--- src/shared/pd_ctrl_defs.vh ---
/*
 * constants for the rank power-down controller: register map, field positions,
 * reset values, technology and power-down type codes, timing counts.
 * assumes a 200 MHz system clock and a 32-bit apb register bus.
 */
`ifndef PD_CTRL_DEFS_VH
`define PD_CTRL_DEFS_VH

// register byte addresses
`define ADDR_PDCFG        12'h000
`define ADDR_CTRL         12'h004
`define ADDR_POP          12'h008
`define ADDR_STATUS       12'h00C
`define ADDR_LANEMAP      12'h010

// dram_powerdown_config fields
`define PDCFG_TYPE_HI     15
`define PDCFG_TYPE_LO     12
`define PDCFG_IDLE_HI     11
`define PDCFG_IDLE_LO     0
`define PDCFG_RESET       16'h0000

// power_down_type_select codes
`define PD_NONE           4'h0
`define PD_OPEN_PAGE      4'h1
`define PD_CLOSED_PAGE    4'h2

// control register bits
`define CTRL_CKE_RELEASE  0
`define CTRL_LOCK         1
`define CTRL_INTERLEAVE   2
`define CTRL_TRISTATE_EN  3
`define CTRL_TECH_LO      4
`define CTRL_TECH_HI      5

// technology codes
`define TECH_DDR4         2'h0
`define TECH_DDR5         2'h1
`define TECH_LP4X         2'h2
`define TECH_LP5          2'h3

// exit latency in link clock cycles
`define EXIT_LAT_CYC      4'h4
// number of ranks, one power-down sequencer each
`define NUM_RANKS         4

`endif

--- src/rtl/dram_rank_power_down_control.v ---
/*
 * rank clock-enable power-down controller with byte-lane map and output
 * tri-state control, apb register slave.
 * assumes the dram clock arrives as a plain input sampled by I_CLK and runs
 * well below half the system clock rate.
 */
`timescale 1ns/1ps
`include "pd_ctrl_defs.vh"

module dram_rank_power_down_control (
   // clock and reset
   input  wire        I_CLK,
   input  wire        I_RST,
   // apb slave
   input  wire        I_PSEL,
   input  wire        I_PENABLE,
   input  wire        I_PWRITE,
   input  wire [11:0] I_PADDR,
   input  wire [31:0] I_PWDATA,
   output reg  [31:0] O_PRDATA,
   output reg         O_PREADY,
   output reg         O_PSLVERR,
   // dram link clock, sampled
   input  wire        I_DRAM_CLK,
   // scheduler side, one bit per rank except the shared refresh request
   input  wire [3:0]  I_TXN_ARRIVE,
   input  wire [3:0]  I_TXN_QUEUED,
   input  wire        I_REFRESH_REQ,
   input  wire [3:0]  I_PRECHARGE_DONE,
   output reg  [3:0]  O_PRECHARGE_REQ,
   output reg  [3:0]  O_CMD_OK,
   output reg  [3:0]  O_PAGES_CLOSED,
   // logical lane index to physical lane (4 bits per logical byte)
   output reg  [63:0] O_LANE_MAP,
   // rank pins
   output reg  [3:0]  O_CKE,
   output reg  [3:0]  O_CKE_OE,
   output reg  [3:0]  O_CS_PD,
   output reg  [3:0]  O_CS_OE,
   output reg  [3:0]  O_CLK_OE,
   output reg  [3:0]  O_ODT_OE,
   output reg  [3:0]  O_WCK_OE
);

   reg  [15:0] pdcfg_q;
   reg  [5:0]  ctrl_q;
   reg  [3:0]  pop_q;
   reg  [2:0]  clk_sync_q;
   reg         link_level_q;
   reg  [3:0]  txn_arrive_q;
   wire [3:0]  cke_on;
   wire [3:0]  pd_state;
   wire [3:0]  pchg_req;
   wire [3:0]  cmd_ok;
   wire [3:0]  pg_closed;
   wire        link_tick;
   wire        apb_access = I_PSEL && I_PENABLE;
   wire        locked     = ctrl_q[`CTRL_LOCK];
   wire [1:0]  tech       = ctrl_q[`CTRL_TECH_HI:`CTRL_TECH_LO];
   wire        cs_based   = (tech == `TECH_DDR5) || (tech == `TECH_LP5);
   reg  [31:0] rdata_d;
   reg         err_d;
   reg  [63:0] lane_map_d;
   reg  [3:0]  hi_z_d;
   integer     i;

   // first stage feeds only the second
   always @(posedge I_CLK) begin
      if (I_RST)
         clk_sync_q <= 3'h0;
      else
         clk_sync_q <= {clk_sync_q[1:0], I_DRAM_CLK};
   end
   // a level counts only once stages two and three agree, so one glitchy
   // sample cannot make a false dram edge
   always @(posedge I_CLK) begin
      if (I_RST)
         link_level_q <= 1'b0;
      else if (clk_sync_q[1] == clk_sync_q[2])
         link_level_q <= clk_sync_q[2];
   end
   assign link_tick = clk_sync_q[1] && clk_sync_q[2] && !link_level_q;

   always @(posedge I_CLK) begin
      if (I_RST)
         txn_arrive_q <= 4'h0;
      else
         txn_arrive_q <= I_TXN_ARRIVE;
   end

   genvar g;
   generate
      for (g = 0; g < `NUM_RANKS; g = g + 1) begin : g_rank
         rank_pd_fsm u_rank (
            .clk            (I_CLK),
            .rst            (I_RST),
            .cke_release    (ctrl_q[`CTRL_CKE_RELEASE]),
            .pd_type        (pdcfg_q[`PDCFG_TYPE_HI:`PDCFG_TYPE_LO]),
            .idle_timeout   (pdcfg_q[`PDCFG_IDLE_HI:`PDCFG_IDLE_LO]),
            .link_tick      (link_tick),
            .txn_arrive     (I_TXN_ARRIVE[g]),
            .txn_queued     (I_TXN_QUEUED[g]),
            .refresh_req    (I_REFRESH_REQ),
            .precharge_done (I_PRECHARGE_DONE[g]),
            .cke_on         (cke_on[g]),
            .powered_down   (pd_state[g]),
            .precharge_req  (pchg_req[g]),
            .cmd_ok         (cmd_ok[g]),
            .pages_closed   (pg_closed[g])
         );
      end
   endgenerate

   // apb decode, zero wait state
   always @* begin
      rdata_d = 32'h0000_0000;
      err_d   = 1'b0;
      if (I_PADDR == `ADDR_PDCFG)
         rdata_d = {16'h0000, pdcfg_q};
      else if (I_PADDR == `ADDR_CTRL)
         rdata_d = {26'h0000000, ctrl_q};
      else if (I_PADDR == `ADDR_POP)
         rdata_d = {28'h0000000, pop_q};
      else if (I_PADDR == `ADDR_STATUS)
         rdata_d = {16'h0000, pg_closed, cmd_ok, pd_state, cke_on};
      else if (I_PADDR == `ADDR_LANEMAP)
         rdata_d = {31'h00000000, ctrl_q[`CTRL_INTERLEAVE]};
      else
         err_d = 1'b1;
   end

   always @(posedge I_CLK) begin
      if (I_RST) begin
         pdcfg_q   <= `PDCFG_RESET;
         ctrl_q    <= 6'h00;
         pop_q     <= 4'hF;
         O_PRDATA  <= 32'h0000_0000;
         O_PREADY  <= 1'b0;
         O_PSLVERR <= 1'b0;
      end else begin
         O_PREADY  <= I_PSEL && !I_PENABLE;
         O_PSLVERR <= 1'b0;
         if (I_PSEL && !I_PENABLE) begin
            O_PRDATA  <= rdata_d;
            O_PSLVERR <= err_d;
         end
         if (apb_access && O_PREADY && I_PWRITE && !err_d) begin
            // lock freezes power-down config; lane mode kept by firmware pre-training
            if (I_PADDR == `ADDR_PDCFG && !locked)
               pdcfg_q <= I_PWDATA[15:0];
            else if (I_PADDR == `ADDR_CTRL)
               ctrl_q <= {I_PWDATA[5:2], I_PWDATA[1] | locked, I_PWDATA[0]};
            else if (I_PADDR == `ADDR_POP)
               pop_q <= I_PWDATA[3:0];
            else if (I_PADDR == `ADDR_LANEMAP)
               ctrl_q[`CTRL_INTERLEAVE] <= I_PWDATA[0];
         end
      end
   end

   // lane map: ddr4 interleaved sends lane pairs 0-3 to even physical pairs, 4-7 to odd; others follow the straight table
   always @* begin
      lane_map_d = 64'h0;
      for (i = 0; i < 16; i = i + 1)
         lane_map_d[i*4 +: 4] = i[3:0];
      if (tech == `TECH_DDR4 && ctrl_q[`CTRL_INTERLEAVE]) begin
         lane_map_d[15:0]  = 16'h5410;
         lane_map_d[31:16] = 16'hDC98;
         lane_map_d[47:32] = 16'h7632;
         lane_map_d[63:48] = 16'hFEBA;
      end
   end

   // ranks proven absent go high impedance once firmware allows it
   always @* begin
      hi_z_d = ~pop_q & {4{ctrl_q[`CTRL_TRISTATE_EN]}};
   end

   always @(posedge I_CLK) begin
      if (I_RST) begin
         O_CKE           <= 4'h0;
         O_CKE_OE        <= 4'hF;
         O_CS_PD         <= 4'h0;
         O_CS_OE         <= 4'hF;
         O_CLK_OE        <= 4'hF;
         O_ODT_OE        <= 4'hF;
         O_WCK_OE        <= 4'h0;
         O_PRECHARGE_REQ <= 4'h0;
         O_CMD_OK        <= 4'h0;
         O_PAGES_CLOSED  <= 4'h0;
         O_LANE_MAP      <= 64'h0;
      end else begin
         // no cke pin on cs-based parts: power-down carried by chip select
         O_CKE    <= cs_based ? 4'h0 : cke_on;
         O_CS_PD  <= cs_based ? ~cke_on : 4'h0;
         O_CKE_OE <= cs_based ? 4'h0 : ~hi_z_d;
         O_CS_OE  <= ~hi_z_d;
         O_CLK_OE <= ~hi_z_d;
         O_ODT_OE <= ~hi_z_d;
         O_WCK_OE <= (tech == `TECH_LP5) ? ~hi_z_d : 4'h0;
         O_PRECHARGE_REQ <= pchg_req;
         O_CMD_OK        <= cmd_ok & ~txn_arrive_q;
         O_PAGES_CLOSED  <= pg_closed;
         O_LANE_MAP      <= lane_map_d;
      end
   end

endmodule // dram_rank_power_down_control

--- src/rtl/rank_pd_fsm.v ---
/*
 * one rank's idle counter and power-down sequencer.
 * assumes link_tick marks one dram clock edge, found by the parent.
 */
`timescale 1ns/1ps
`include "pd_ctrl_defs.vh"

module rank_pd_fsm (
   // clock and reset
   input  wire        clk,
   input  wire        rst,
   // configuration
   input  wire        cke_release,
   input  wire [3:0]  pd_type,
   input  wire [11:0] idle_timeout,
   // traffic
   input  wire        link_tick,
   input  wire        txn_arrive,
   input  wire        txn_queued,
   input  wire        refresh_req,
   input  wire        precharge_done,
   // results
   output reg         cke_on,
   output reg         powered_down,
   output reg         precharge_req,
   output reg         cmd_ok,
   output reg         pages_closed
);

   localparam [2:0] S_INIT  = 3'h0;
   localparam [2:0] S_AWAKE = 3'h1;
   localparam [2:0] S_PCHG  = 3'h2;
   localparam [2:0] S_DOWN  = 3'h3;
   localparam [2:0] S_EXIT  = 3'h4;

   reg [2:0]  state_q;
   reg [11:0] idle_q;
   reg [3:0]  exit_q;
   reg        refresh_wake_q;
   wire       expired = (idle_q >= idle_timeout);
   wire       want_pd = (pd_type == `PD_OPEN_PAGE) || (pd_type == `PD_CLOSED_PAGE);

   always @(posedge clk) begin
      if (rst) begin
         state_q        <= S_INIT;
         idle_q         <= 12'h000;
         exit_q         <= 4'h0;
         refresh_wake_q <= 1'b0;
         cke_on         <= 1'b0;
         powered_down   <= 1'b0;
         precharge_req  <= 1'b0;
         cmd_ok         <= 1'b0;
         pages_closed   <= 1'b0;
      end else begin
         // counter restarts on every arrival, otherwise counts dram clocks until it reaches the timeout
         if (txn_arrive)
            idle_q <= 12'h000;
         else if (link_tick && !expired)
            idle_q <= idle_q + 12'h001;
         case (state_q)
            S_INIT: begin
               cke_on <= 1'b0;
               if (cke_release) begin
                  state_q <= S_AWAKE;
                  cke_on  <= 1'b1;
                  cmd_ok  <= 1'b1;
               end
            end
            S_AWAKE: begin
               // zero timeout is eligible at once
               if (refresh_wake_q && !refresh_req) begin
                  refresh_wake_q <= 1'b0;
               end else if (want_pd && expired && !txn_queued && !txn_arrive
                            && !refresh_req) begin
                  cmd_ok <= 1'b0;
                  if (pd_type == `PD_CLOSED_PAGE) begin
                     state_q       <= S_PCHG;
                     precharge_req <= 1'b1;
                  end else begin
                     state_q      <= S_DOWN;
                     cke_on       <= 1'b0;
                     powered_down <= 1'b1;
                  end
               end
            end
            S_PCHG: begin
               if (txn_arrive || refresh_req) begin
                  state_q       <= S_AWAKE;
                  precharge_req <= 1'b0;
                  cmd_ok        <= 1'b1;
                  pages_closed  <= precharge_done;
               end else if (precharge_done) begin
                  state_q       <= S_DOWN;
                  precharge_req <= 1'b0;
                  cke_on        <= 1'b0;
                  powered_down  <= 1'b1;
                  pages_closed  <= 1'b1;
               end
            end
            S_DOWN: begin
               if (txn_arrive || txn_queued || refresh_req) begin
                  state_q        <= S_EXIT;
                  cke_on         <= 1'b1;
                  exit_q         <= 4'h0;
                  refresh_wake_q <= refresh_req;
               end
            end
            S_EXIT: begin
               if (link_tick) begin
                  if (exit_q == `EXIT_LAT_CYC - 4'h1) begin
                     state_q      <= S_AWAKE;
                     powered_down <= 1'b0;
                     cmd_ok       <= 1'b1;
                  end else begin
                     exit_q <= exit_q + 4'h1;
                  end
               end
            end
            default: state_q <= S_INIT;
         endcase
         // pages reopen once the scheduler issues to the rank again
         if (state_q == S_AWAKE && txn_arrive)
            pages_closed <= 1'b0;
      end
   end

endmodule // rank_pd_fsm

--- config.mk ---
export PLATFORM = sky130hd
export DESIGN_NAME = dram_rank_power_down_control
export DESIGN_NICKNAME = d
export VERILOG_FILES = /design/src/rtl/dram_rank_power_down_control.v /design/src/rtl/rank_pd_fsm.v
export VERILOG_INCLUDE_DIRS = /design/src /design/src/shared
export SDC_FILE = /design/constraint.sdc
export NUM_CORES = 1
export LEC_CHECK = 0
export BUFFER_PORTS_ARGS = -buffer_cell sky130_fd_sc_hd__buf_2
export CAP_MARGIN = 20
export CORE_ASPECT_RATIO = 1.2
export CORE_MARGIN = 1
export CORE_UTILIZATION = 50
export DETAILED_ROUTE_END_ITERATION = 6
export PLACE_DENSITY_LB_ADDON = 0.05
export SETUP_SLACK_MARGIN = 0.05
export SLEW_MARGIN = 20
export SYNTH_ARGS = -nofsm -noshare
export SYNTH_HDL_FRONTEND = slang
export SYNTH_SLANG_ARGS = --single-unit
--- constraint.sdc ---
create_clock -name I_CLK -period 2.9 [get_ports I_CLK]
set_input_delay 0.435 -clock I_CLK [delete_from_list [all_inputs] [get_ports I_CLK]]
set_output_delay 0.435 -clock I_CLK [all_outputs]
set_load 0.01 [all_outputs]
Word-level counts from Yosys, hierarchy flattened
Index checks and enable logic that the tools add are counted.

operators by class
  add/sub/neg operators = 8
  order comparisons = 4
  equal/unequal tests = 86
  muxes and demuxes = 178
  bitwise logic cells = 12
  reductions and logical operators = 151

operators by type and width
  operator               count
  $mux 1                 103
  $mux 3                 29
  $reduce_and 7->1       12
  $mux 16                4
  $ne 2x2->1 const B     31
  $pmux 3 s5             4
  $mux 55                1
  $mux 4                 13
  $add 12x1->12 const B  4
  $ge 12x12->1           4
  $ne 2x1->1 const B     22
  $logic_and 1x1->1      37
  $reduce_bool 2->1      17
  $pmux 1 s4             8
  $pmux 4 s2             4
  $reduce_and 8->1       4
  $reduce_bool 4->1      8
  $eq 12x4->1 const B    2
  $eq 3x2->1 const B     8
  $reduce_and 4->1       6
  $reduce_or 2->1        12
  $eq 4x2->1 const B     5
  $reduce_and 5->1       4
  $logic_not 1->1        17
  other kinds (23)       80

word-level totals
  bits in registers = 264
  input port bits = 63
  output and inout bits = 138
  logic and storage cells = 494

Longest topological paths before layout
Gate-level depths: netlist (run 1).

  word-level depth = 9
  depth in mapped cells = 9

Modules after synthesis
Synthesis (run 1) repeated with hierarchy kept, for this count alone.

second synthesis, totals
  cells, all modules = 1294
  area total of the unflattened synthesis = 10660.2 sq um

by module, submodules not included
  module                           times used  cells an instance  area an instance (sq um)
  dram_rank_power_down_control     1           446                3945.0
  rank_pd_fsm at g_rank[2].u_rank  1           210                1709.1
  rank_pd_fsm at g_rank[1].u_rank  1           218                1704.1
  rank_pd_fsm at g_rank[0].u_rank  1           210                1666.6
  rank_pd_fsm at g_rank[3].u_rank  1           210                1635.3

Worst setup path before layout (run 1)
OpenSTA, ideal clock, no wires.

  path kind = register to register
  start point = reg pdcfg_q[10]
  end point = reg g_rank[2].u_rank.idle_q[6]
  setup time = 59 ps
  data arrival time = 2343 ps
  data required time = 2841 ps
  setup slack = 498 ps
  cell stages (with the launch flop) = 9
  path through = dfxtp_1 -> inv_1 -> ha_1 -> and4_1 -> a221oi_1 -> nand3_1 -> clkbuf_1 -> or4_1 -> nand2_1

between the ends
  longest elaborated chain between the ends = 3

ends and longest elaborated chain
  what                    line                                source
  from (decl)             dram_rank_power_down_control.v:45   reg [15:0] pdcfg_q;
  from (signal assigned)  dram_rank_power_down_control.v:134  pdcfg_q <= `PDCFG_RESET;
  from (signal assigned)  dram_rank_power_down_control.v:150  pdcfg_q <= I_PWDATA[15:0];
  $ge 12x12->1            rank_pd_fsm.v:40                    wire expired = (idle_q >= idle_timeout);
  $logic_not 1->1         rank_pd_fsm.v:58                    else if (link_tick && !expired)
  $logic_and 1x1->1       rank_pd_fsm.v:58
  to (signal assigned)    rank_pd_fsm.v:59                    idle_q <= idle_q + 12'h001;
  to (decl)               rank_pd_fsm.v:37                    reg [11:0] idle_q;

No other way between the ends.
A chain may end at the register's enable or synchronous reset.

Worst setup path in the final report (run 1)
  start point = reg pdcfg_q[10]
  end point = reg g_rank[2].u_rank.idle_q[7]

Same word-level chain as after synthesis.

==> flow_summary.yaml, run 1 <==
critical_path:
  cells_traversed_along_the_worst_timing_path: "inv_1 > ha_1 > a21oi_1 > nand2_1 > a221oi_1 > nand3_1 > or4_1 > a21oi_1"
  worst_ep_arrival_time_ns: 3.04
  critPathMaxStageDelay_ns: 0.59
  crit_end: "g_rank[2].u_rank.idle_q[7]$_SDFFE_PP0P_"
  crit_required_ns: 3.27
  worst_path_most_repeated_cell: "a21oi_1"
  startpoint: "pdcfg_q[10]$_SDFFE_PP0P_"
  crit_family: "simple AND/OR/NAND/NOR gates"
  critical_path.reg2reg.endpoint: "g_rank[2].u_rank.idle_q[7]$_SDFFE_PP0P_"
  timing.rr.start: "pdcfg_q[10]$_SDFFE_PP0P_"
  critPathCaptureType: "flop"
  cp_num_cells: 8
  path_class: "flop to flop"
  timing.critical_path.buf_inv: 1
  timing.critical_path.fanout_max: 10
  critical_path_start_type: "flop"
  critical_path.slowest_cell: "or4_1"
  worst_r2r_path_depth: 8
  rrSetupSlack_ns: 0.23
route:
  initialDrtViolationCount: 727
  ant_nets: 0
  totalWireLength_mm: 26.8
  drcViolationCount: 0
  dr_pass1_iterations: 6
  top_signal_layer_used: "met4"
  wl_met3_mm: 1.22
  detailroute.via_count: 8939
  wirelength_met1_mm: 12.2
  detail_route.wl_per_cell_um: 16.8
  met2WireLength_mm: 12.7
  detail_route.vias_per_cell: 5.59
cts:
  clk-insertion-delay-late_ns: 0.44
  holdBufCountCts: 0
  cts_root_buffer: "clkbuf_16"
  cts_inserted_buffers: 17
  number_of_setup_buffers_added_after_cts: 0
  ctsHtreeMaxLevel: 4
  clkSlewWorstSetupHoldPaths_ns: 0.07
  cts-root-to-sink-buffers: 2
  cts_resized: 0
  tritoncts: "built"
  clkSinkCount: 187
placement:
  half_perimeter_wire_length_after_detailed_placement_mm: 19.6
  place_area_um2: 10800
  placement.setup.worst_slack_ns: 0.265
  portBuffers: 148
  gp_congestion: 0.944
power_and_ir_drop:
  power.switching_fraction_pct: 28.0
  power.sequential.fraction_pct: 47.3
  pwr-share-comb_pct: 12.2
  switchingPower_uw: 1650
  total_leakage_power_uw: 0.00457
  ir_drop_mv: 0.390
  power.clock.fraction_pct: 40.6
  internal-power_uw: 4250
  p_per_area_nw_per_um2: 516
  fin_total_pwr_uw: 5910
outcome:
  outcome: "completed"
sta:
  setup-tns-final_ns: 0
  finalClockSkew_ns: 0.0116
  rsz0062_at_grt: "yes"
  fin_crit_sh_pct: 92.1
  whs_ns: 0.221
  fmaxAchievable_mhz: 375
  final_critical_path_setup_slack_ns: 0.230
  period_needed_ns: 2.67
  worst_slew_pin_slew_ns: 1.00
  timing_max_transition_violations_final: 0
  setup_viol: 0
  number_of_hold_slack_violations_in_the_final_timing_report: 0
  max_slew_margin_pct: 33.0
final_layout:
  post_route_cell_area_um2: 11400
  num-nets-final: 1444
  antennaDiodeCount: 0
  post_route_cells_drive_above_1_share_pct: 18.0
  final-seq-area_um2: 3740
  total_area_of_multi_input_combinational_cells_um2: 5620
  fill_cells: 1857
  flow.area_growth_from_synthesis_pct: 11.8
yosys:
  yosys_warnings: 0
  synth-edff-count: 0
  synthCells: 1230
  async_reset_ff_share_pct: 0
  ys_types: 76
  synth-main-ff-cell: "dfxtp_1"
  netlist.top_cell.by_area: "dfxtp_1"
  post_synth_main_area_contributors: "dfxtp_1 (37%), ha_1 (7.0%), buf_4 (6.2%)"
  ys_ff_latch: 187
  mappedNetlistArea_um2: 10200
  synth_top_cell_area_share_pct: 36.6
  synth.avg_cell_area_um2: 8.31
  ys_seq_area_share_pct: 36.6
grt:
  first_global_vias: 8230
  grt-ovfl-total: 0
  grt_antenna_before_repair: 0
  groute.usage.overall_pct: 26.2
  grt_pass1_wl_mm: 42.9
  grt_start_max_net_pins: 69
floorplan:
  design.portCount: 201
  coreArea_um2: 19800
  die_area_um2: 21000
  die_w_um: 133
  floorplan.initialDensity_pct: 51.8
  placementRows: 56
  fp.dieH_um: 159
hold_path:
  worst_hold_path_type: "primary input to flop"
job:
  max_cap_violations: 0
worst min-delay path by stage:
stage                                          start                  endpoint  cells past startpoint
after CTS                                 I_DRAM_CLK  clk_sync_q[0]$_SDFF_PP0_                      2
after floorplan           txn_arrive_q[3]$_SDFF_PP0_    O_CMD_OK[3]$_SDFF_PP0_                      1
final                                     I_DRAM_CLK  clk_sync_q[0]$_SDFF_PP0_                      2
after detailed placement  txn_arrive_q[0]$_SDFF_PP0_    O_CMD_OK[0]$_SDFF_PP0_                      1
after global placement    txn_arrive_q[3]$_SDFF_PP0_    O_CMD_OK[3]$_SDFF_PP0_                      1
after global routing                      I_DRAM_CLK  clk_sync_q[0]$_SDFF_PP0_                      2
cells in the mapped netlist (13+ instances only):
master	count
nor2b_1	25
o211ai_1	13
nand2b_1	17
nand4_1	20
nor3_1	20
nand3_1	40
clkbuf_1	50
buf_4	85
nand2_1	135
a21oi_1	90
or3_1	27
nor2_1	111
inv_1	37
a22oi_1	16
mux2i_1	28
xor2_1	17
ha_1	57
a211oi_1	19
dfxtp_1	187
o21ai_0	46
per-stage QoR:
step,utilization (%),instances
3_5_place_dp,54.8,1566
2_1_floorplan,-,1265
5_1_grt,57.9,1598
6_report,57.9,1598
3_3_place_gp,54.8,1566
4_1_cts,57.9,1598
sequential cells by signal, indices dropped and copies added, names as in the netlist, 6 cells and up:
name,cells
pdcfg_q,16
O_PRDATA,16
g_rank.u_rank.idle_q,48
g_rank.u_rank.state_q,12
ctrl_q,6
g_rank.u_rank.exit_q,16
cells in the final DEF (no fill, tap or decap), types with 8 or more instances in the layout:
cell type / instances
a211oi_1: 19
a21oi_1: 90
a22o_1: 11
a22oi_1: 16
a31oi_1: 12
buf_2: 147
buf_4: 36
clkbuf_16: 17
conb_1: 36
dfxtp_1: 187
ha_1: 57
inv_1: 37
mux2i_1: 28
nand2_1: 135
nand2b_1: 17
nand3_1: 40
nand4_1: 20
nor2_1: 111
nor2b_1: 25
nor3_1: 20
nor3b_1: 12
o211ai_1: 13
o21ai_0: 46
o31ai_1: 8
or3_1: 27
or4_1: 11
xor2_1: 17
power by group through the flow:
stage | clock (uW) | combinational, uW | sequential [uW]
2_1_floorplan | 0 | 615 | 2770
3_3_place_gp | 0 | 706 | 2850
3_5_place_dp | 0 | 707 | 2850
4_1_cts | 2440 | 712 | 2790
5_1_grt | 2550 | 801 | 2810
6_report | 2400 | 718 | 2790
cell type report:
class | count | share of cell area [%]
Multi-Input combinational cell | 898 | 49.1
Inverter | 37 | 1.21
Clock buffer | 19 | 3.87
Timing Repair Buffer | 183 | 8.80
Tap cell | 261 | 2.86
Clock inverter | 13 | 1.39
Sequential cell | 187 | 32.7
per-layer routing:
metal  global-route usage, %  vias to the layer above
met2                    44.3                      251
met4                    11.2                        0
met5                       0                        -
met1                    33.6                     4174
li1                        -                     4465
met3                    3.66                       49
kinds of logic after synthesis:
kind of cell | after synthesis | synth area share [%]
compound gates | 279 | 18.0
xor+xnor | 24 | 2.06
fa+ha+maj | 57 | 6.97
buf+inv | 180 | 9.82
flops | 187 | 36.6
mux | 34 | 3.73
other cells | 1 | 0.0367
simple gates | 468 | 22.8
Note: power is estimated with default switching activity, not from simulation.
==> inputs of run 2 (changes only) <==
Settings changed: CTS_BUF_LIST set to sky130_fd_sc_hd__clkbuf_16.
==> flow_summary.yaml, run 2 (same netlist as run 1, synthesis figures left out) <==
final_layout:
  antennaDiodeCount: 0
  most_common_cell_after_layout_fill_and_taps_aside: "dfxtp_1"
  most-common-layout-cells: "dfxtp_1 (187), buf_2 (147), nand2_1 (135)"
  number_of_flip_flops_in_the_largest_register: 48
  max_flop_register: "g_rank.u_rank.idle_q"
  num-nets-final: 1444
  post_route_cell_area_um2: 11400
  post_route_cells_drive_above_1_share_pct: 17.9
  flow.area_growth_from_synthesis_pct: 11.7
sta:
  setup-tns-final_ns: 0
  timing_max_transition_violations_final: 0
  rsz0062_at_grt: "yes"
  number_of_hold_slack_violations_in_the_final_timing_report: 0
  finalClockSkew_ns: 0.0120
  period_needed_ns: 2.66
  setup_viol: 0
  fin_crit_sh_pct: 91.7
  worst_slew_pin_slew_ns: 1.00
  max_slew_margin_pct: 33.0
  fmaxAchievable_mhz: 376
grt:
  first_global_vias: 8234
  grt_pass1_wl_mm: 42.9
  grt_start_max_net_pins: 69
  grt-ovfl-total: 0
  grt_antenna_before_repair: 0
  groute.usage.overall_pct: 26.2
critical_path:
  crit_required_ns: 3.28
  critical_path_start_type: "flop"
  timing.rr.start: "pdcfg_q[10]$_SDFFE_PP0P_"
  critical_path.reg2reg.endpoint: "g_rank[2].u_rank.idle_q[3]$_SDFFE_PP0P_"
  worst_ep_arrival_time_ns: 3.04
  rrSetupSlack_ns: 0.24
  critPathCaptureType: "flop"
  path_class: "flop to flop"
  worst_r2r_path_depth: 9
  timing.critical_path.fanout_max: 10
floorplan:
  fp.dieH_um: 159
  die_w_um: 133
  design.portCount: 201
  floorplan.initialDensity_pct: 51.8
  coreArea_um2: 19800
  placementRows: 56
  die_area_um2: 21000
cts:
  tritoncts: "built"
  cts-root-to-sink-buffers: 2
  clkSlewWorstSetupHoldPaths_ns: 0.08
  number_of_setup_buffers_added_after_cts: 0
  clk-insertion-delay-late_ns: 0.44
  ctsHtreeMaxLevel: 4
  cts_inserted_buffers: 17
  clkSinkCount: 187
  holdBufCountCts: 0
  cts_root_buffer: "clkbuf_16"
route:
  wl_met3_mm: 1.38
  drcViolationCount: 0
  detail_route.vias_per_cell: 5.58
  ant_nets: 0
  detail_route.wl_per_cell_um: 16.8
  detailroute.via_count: 8915
  initialDrtViolationCount: 771
  met2WireLength_mm: 12.6
  dr_pass1_iterations: 5
  top_signal_layer_used: "met4"
  wirelength_met1_mm: 12.1
  totalWireLength_mm: 26.9
power_and_ir_drop:
  internal-power_uw: 4220
  p_per_area_nw_per_um2: 515
  pwr-share-comb_pct: 12.2
  total_leakage_power_uw: 0.00456
  ir_drop_mv: 0.391
  power.sequential.fraction_pct: 47.5
  power.switching_fraction_pct: 28.2
  switchingPower_uw: 1660
  power.clock.fraction_pct: 40.3
outcome:
  outcome: "completed"
placement:
  gp_congestion: 0.944
  half_perimeter_wire_length_after_detailed_placement_mm: 19.6
  place_area_um2: 10800
  portBuffers: 148
hold_path:
  holdPathStages: 2
  holdCritStartpoint: "I_DRAM_CLK"
  hold_end: "clk_sync_q[0]$_SDFF_PP0_"
  worst_hold_path_type: "primary input to flop"
job:
  max_cap_violations: 0
-- run 2: changes by cell type in the layout (fill, tap and decap cells not counted), sizes merged --
cell    change
inv         +1
clkbuf      -2
clkinv      +1
-- run 2: repair_timing --
| item | 4_1_cts | 5_1_grt |
|---|---|---|
| endpoints found under the setup margin | 0 | 4 |
| hold endpoints to repair | 0 | 0 |
| resized for setup | 0 | 2 |
-- run 2: critical path, stage by stage (launching register included) --
cell	delay [ns]
dfxtp_1	0.33
inv_1	0.27
ha_1	0.32
a21oi_1	0.16
nand2_1	0.08
a221oi_1	0.36
nand3_1	0.33
buf_4	0.26
or3_1	0.34
a21oi_1	0.14
-- run 2: power by group through the flow --
stage                     clock network, uW  registers, uW  logic, uW
after floorplan                           0           2770        615
after global placement                    0           2850        706
after detailed placement                  0           2850        707
after CTS                              2410           2790        712
after global routing                   2520           2810        801
final                                  2370           2790        719
-- run 2: routing by layer --
layer | vias up | track usage (%)
li1 | 4470 | -
met1 | 4153 | 33.6
met2 | 243 | 44.3
met3 | 49 | 3.76
met4 | 0 | 11.2
met5 | - | 0
-- run 2: cell type report --
class | count | area (um^2)
Clock inverter | 15 | 166
Timing Repair Buffer | 183 | 1010
Sequential cell | 187 | 3740
Fill cell | 1860 | 8330
Clock buffer | 17 | 425
Multi-Input combinational cell | 898 | 5620
Inverter | 37 | 139
Tap cell | 261 | 327
-- run 2: worst max-delay path by stage --
stage,end,slack (ns),cells past startpoint,start
after floorplan,g_rank[2].u_rank.idle_q[6]$_SDFFE_PP0P_,0.50,8,pdcfg_q[10]$_SDFFE_PP0P_
after global placement,g_rank[2].u_rank.idle_q[3]$_SDFFE_PP0P_,0.30,8,pdcfg_q[10]$_SDFFE_PP0P_
after detailed placement,g_rank[3].u_rank.idle_q[9]$_SDFFE_PP0P_,0.26,8,pdcfg_q[2]$_SDFFE_PP0P_
after CTS,g_rank[3].u_rank.idle_q[9]$_SDFFE_PP0P_,0.23,8,pdcfg_q[2]$_SDFFE_PP0P_
after global routing,g_rank[3].u_rank.idle_q[11]$_SDFFE_PP0P_,0.04,8,pdcfg_q[2]$_SDFFE_PP0P_
final,g_rank[2].u_rank.idle_q[3]$_SDFFE_PP0P_,0.24,9,pdcfg_q[10]$_SDFFE_PP0P_
-- run 2: metrics by stage --
stage          instances  utilization (%)  total power, uW  worst slack, ns  hold slack, ns
2_1_floorplan       1265                -             3380            0.498           0.372
3_5_place_dp        1566             54.8             3550            0.265           0.381
3_3_place_gp        1566             54.8             3550            0.297           0.378
5_1_grt             1598             57.8             6130           0.0410           0.221
4_1_cts             1598             57.8             5910            0.227           0.218
6_report            1598             57.8             5880            0.240           0.220
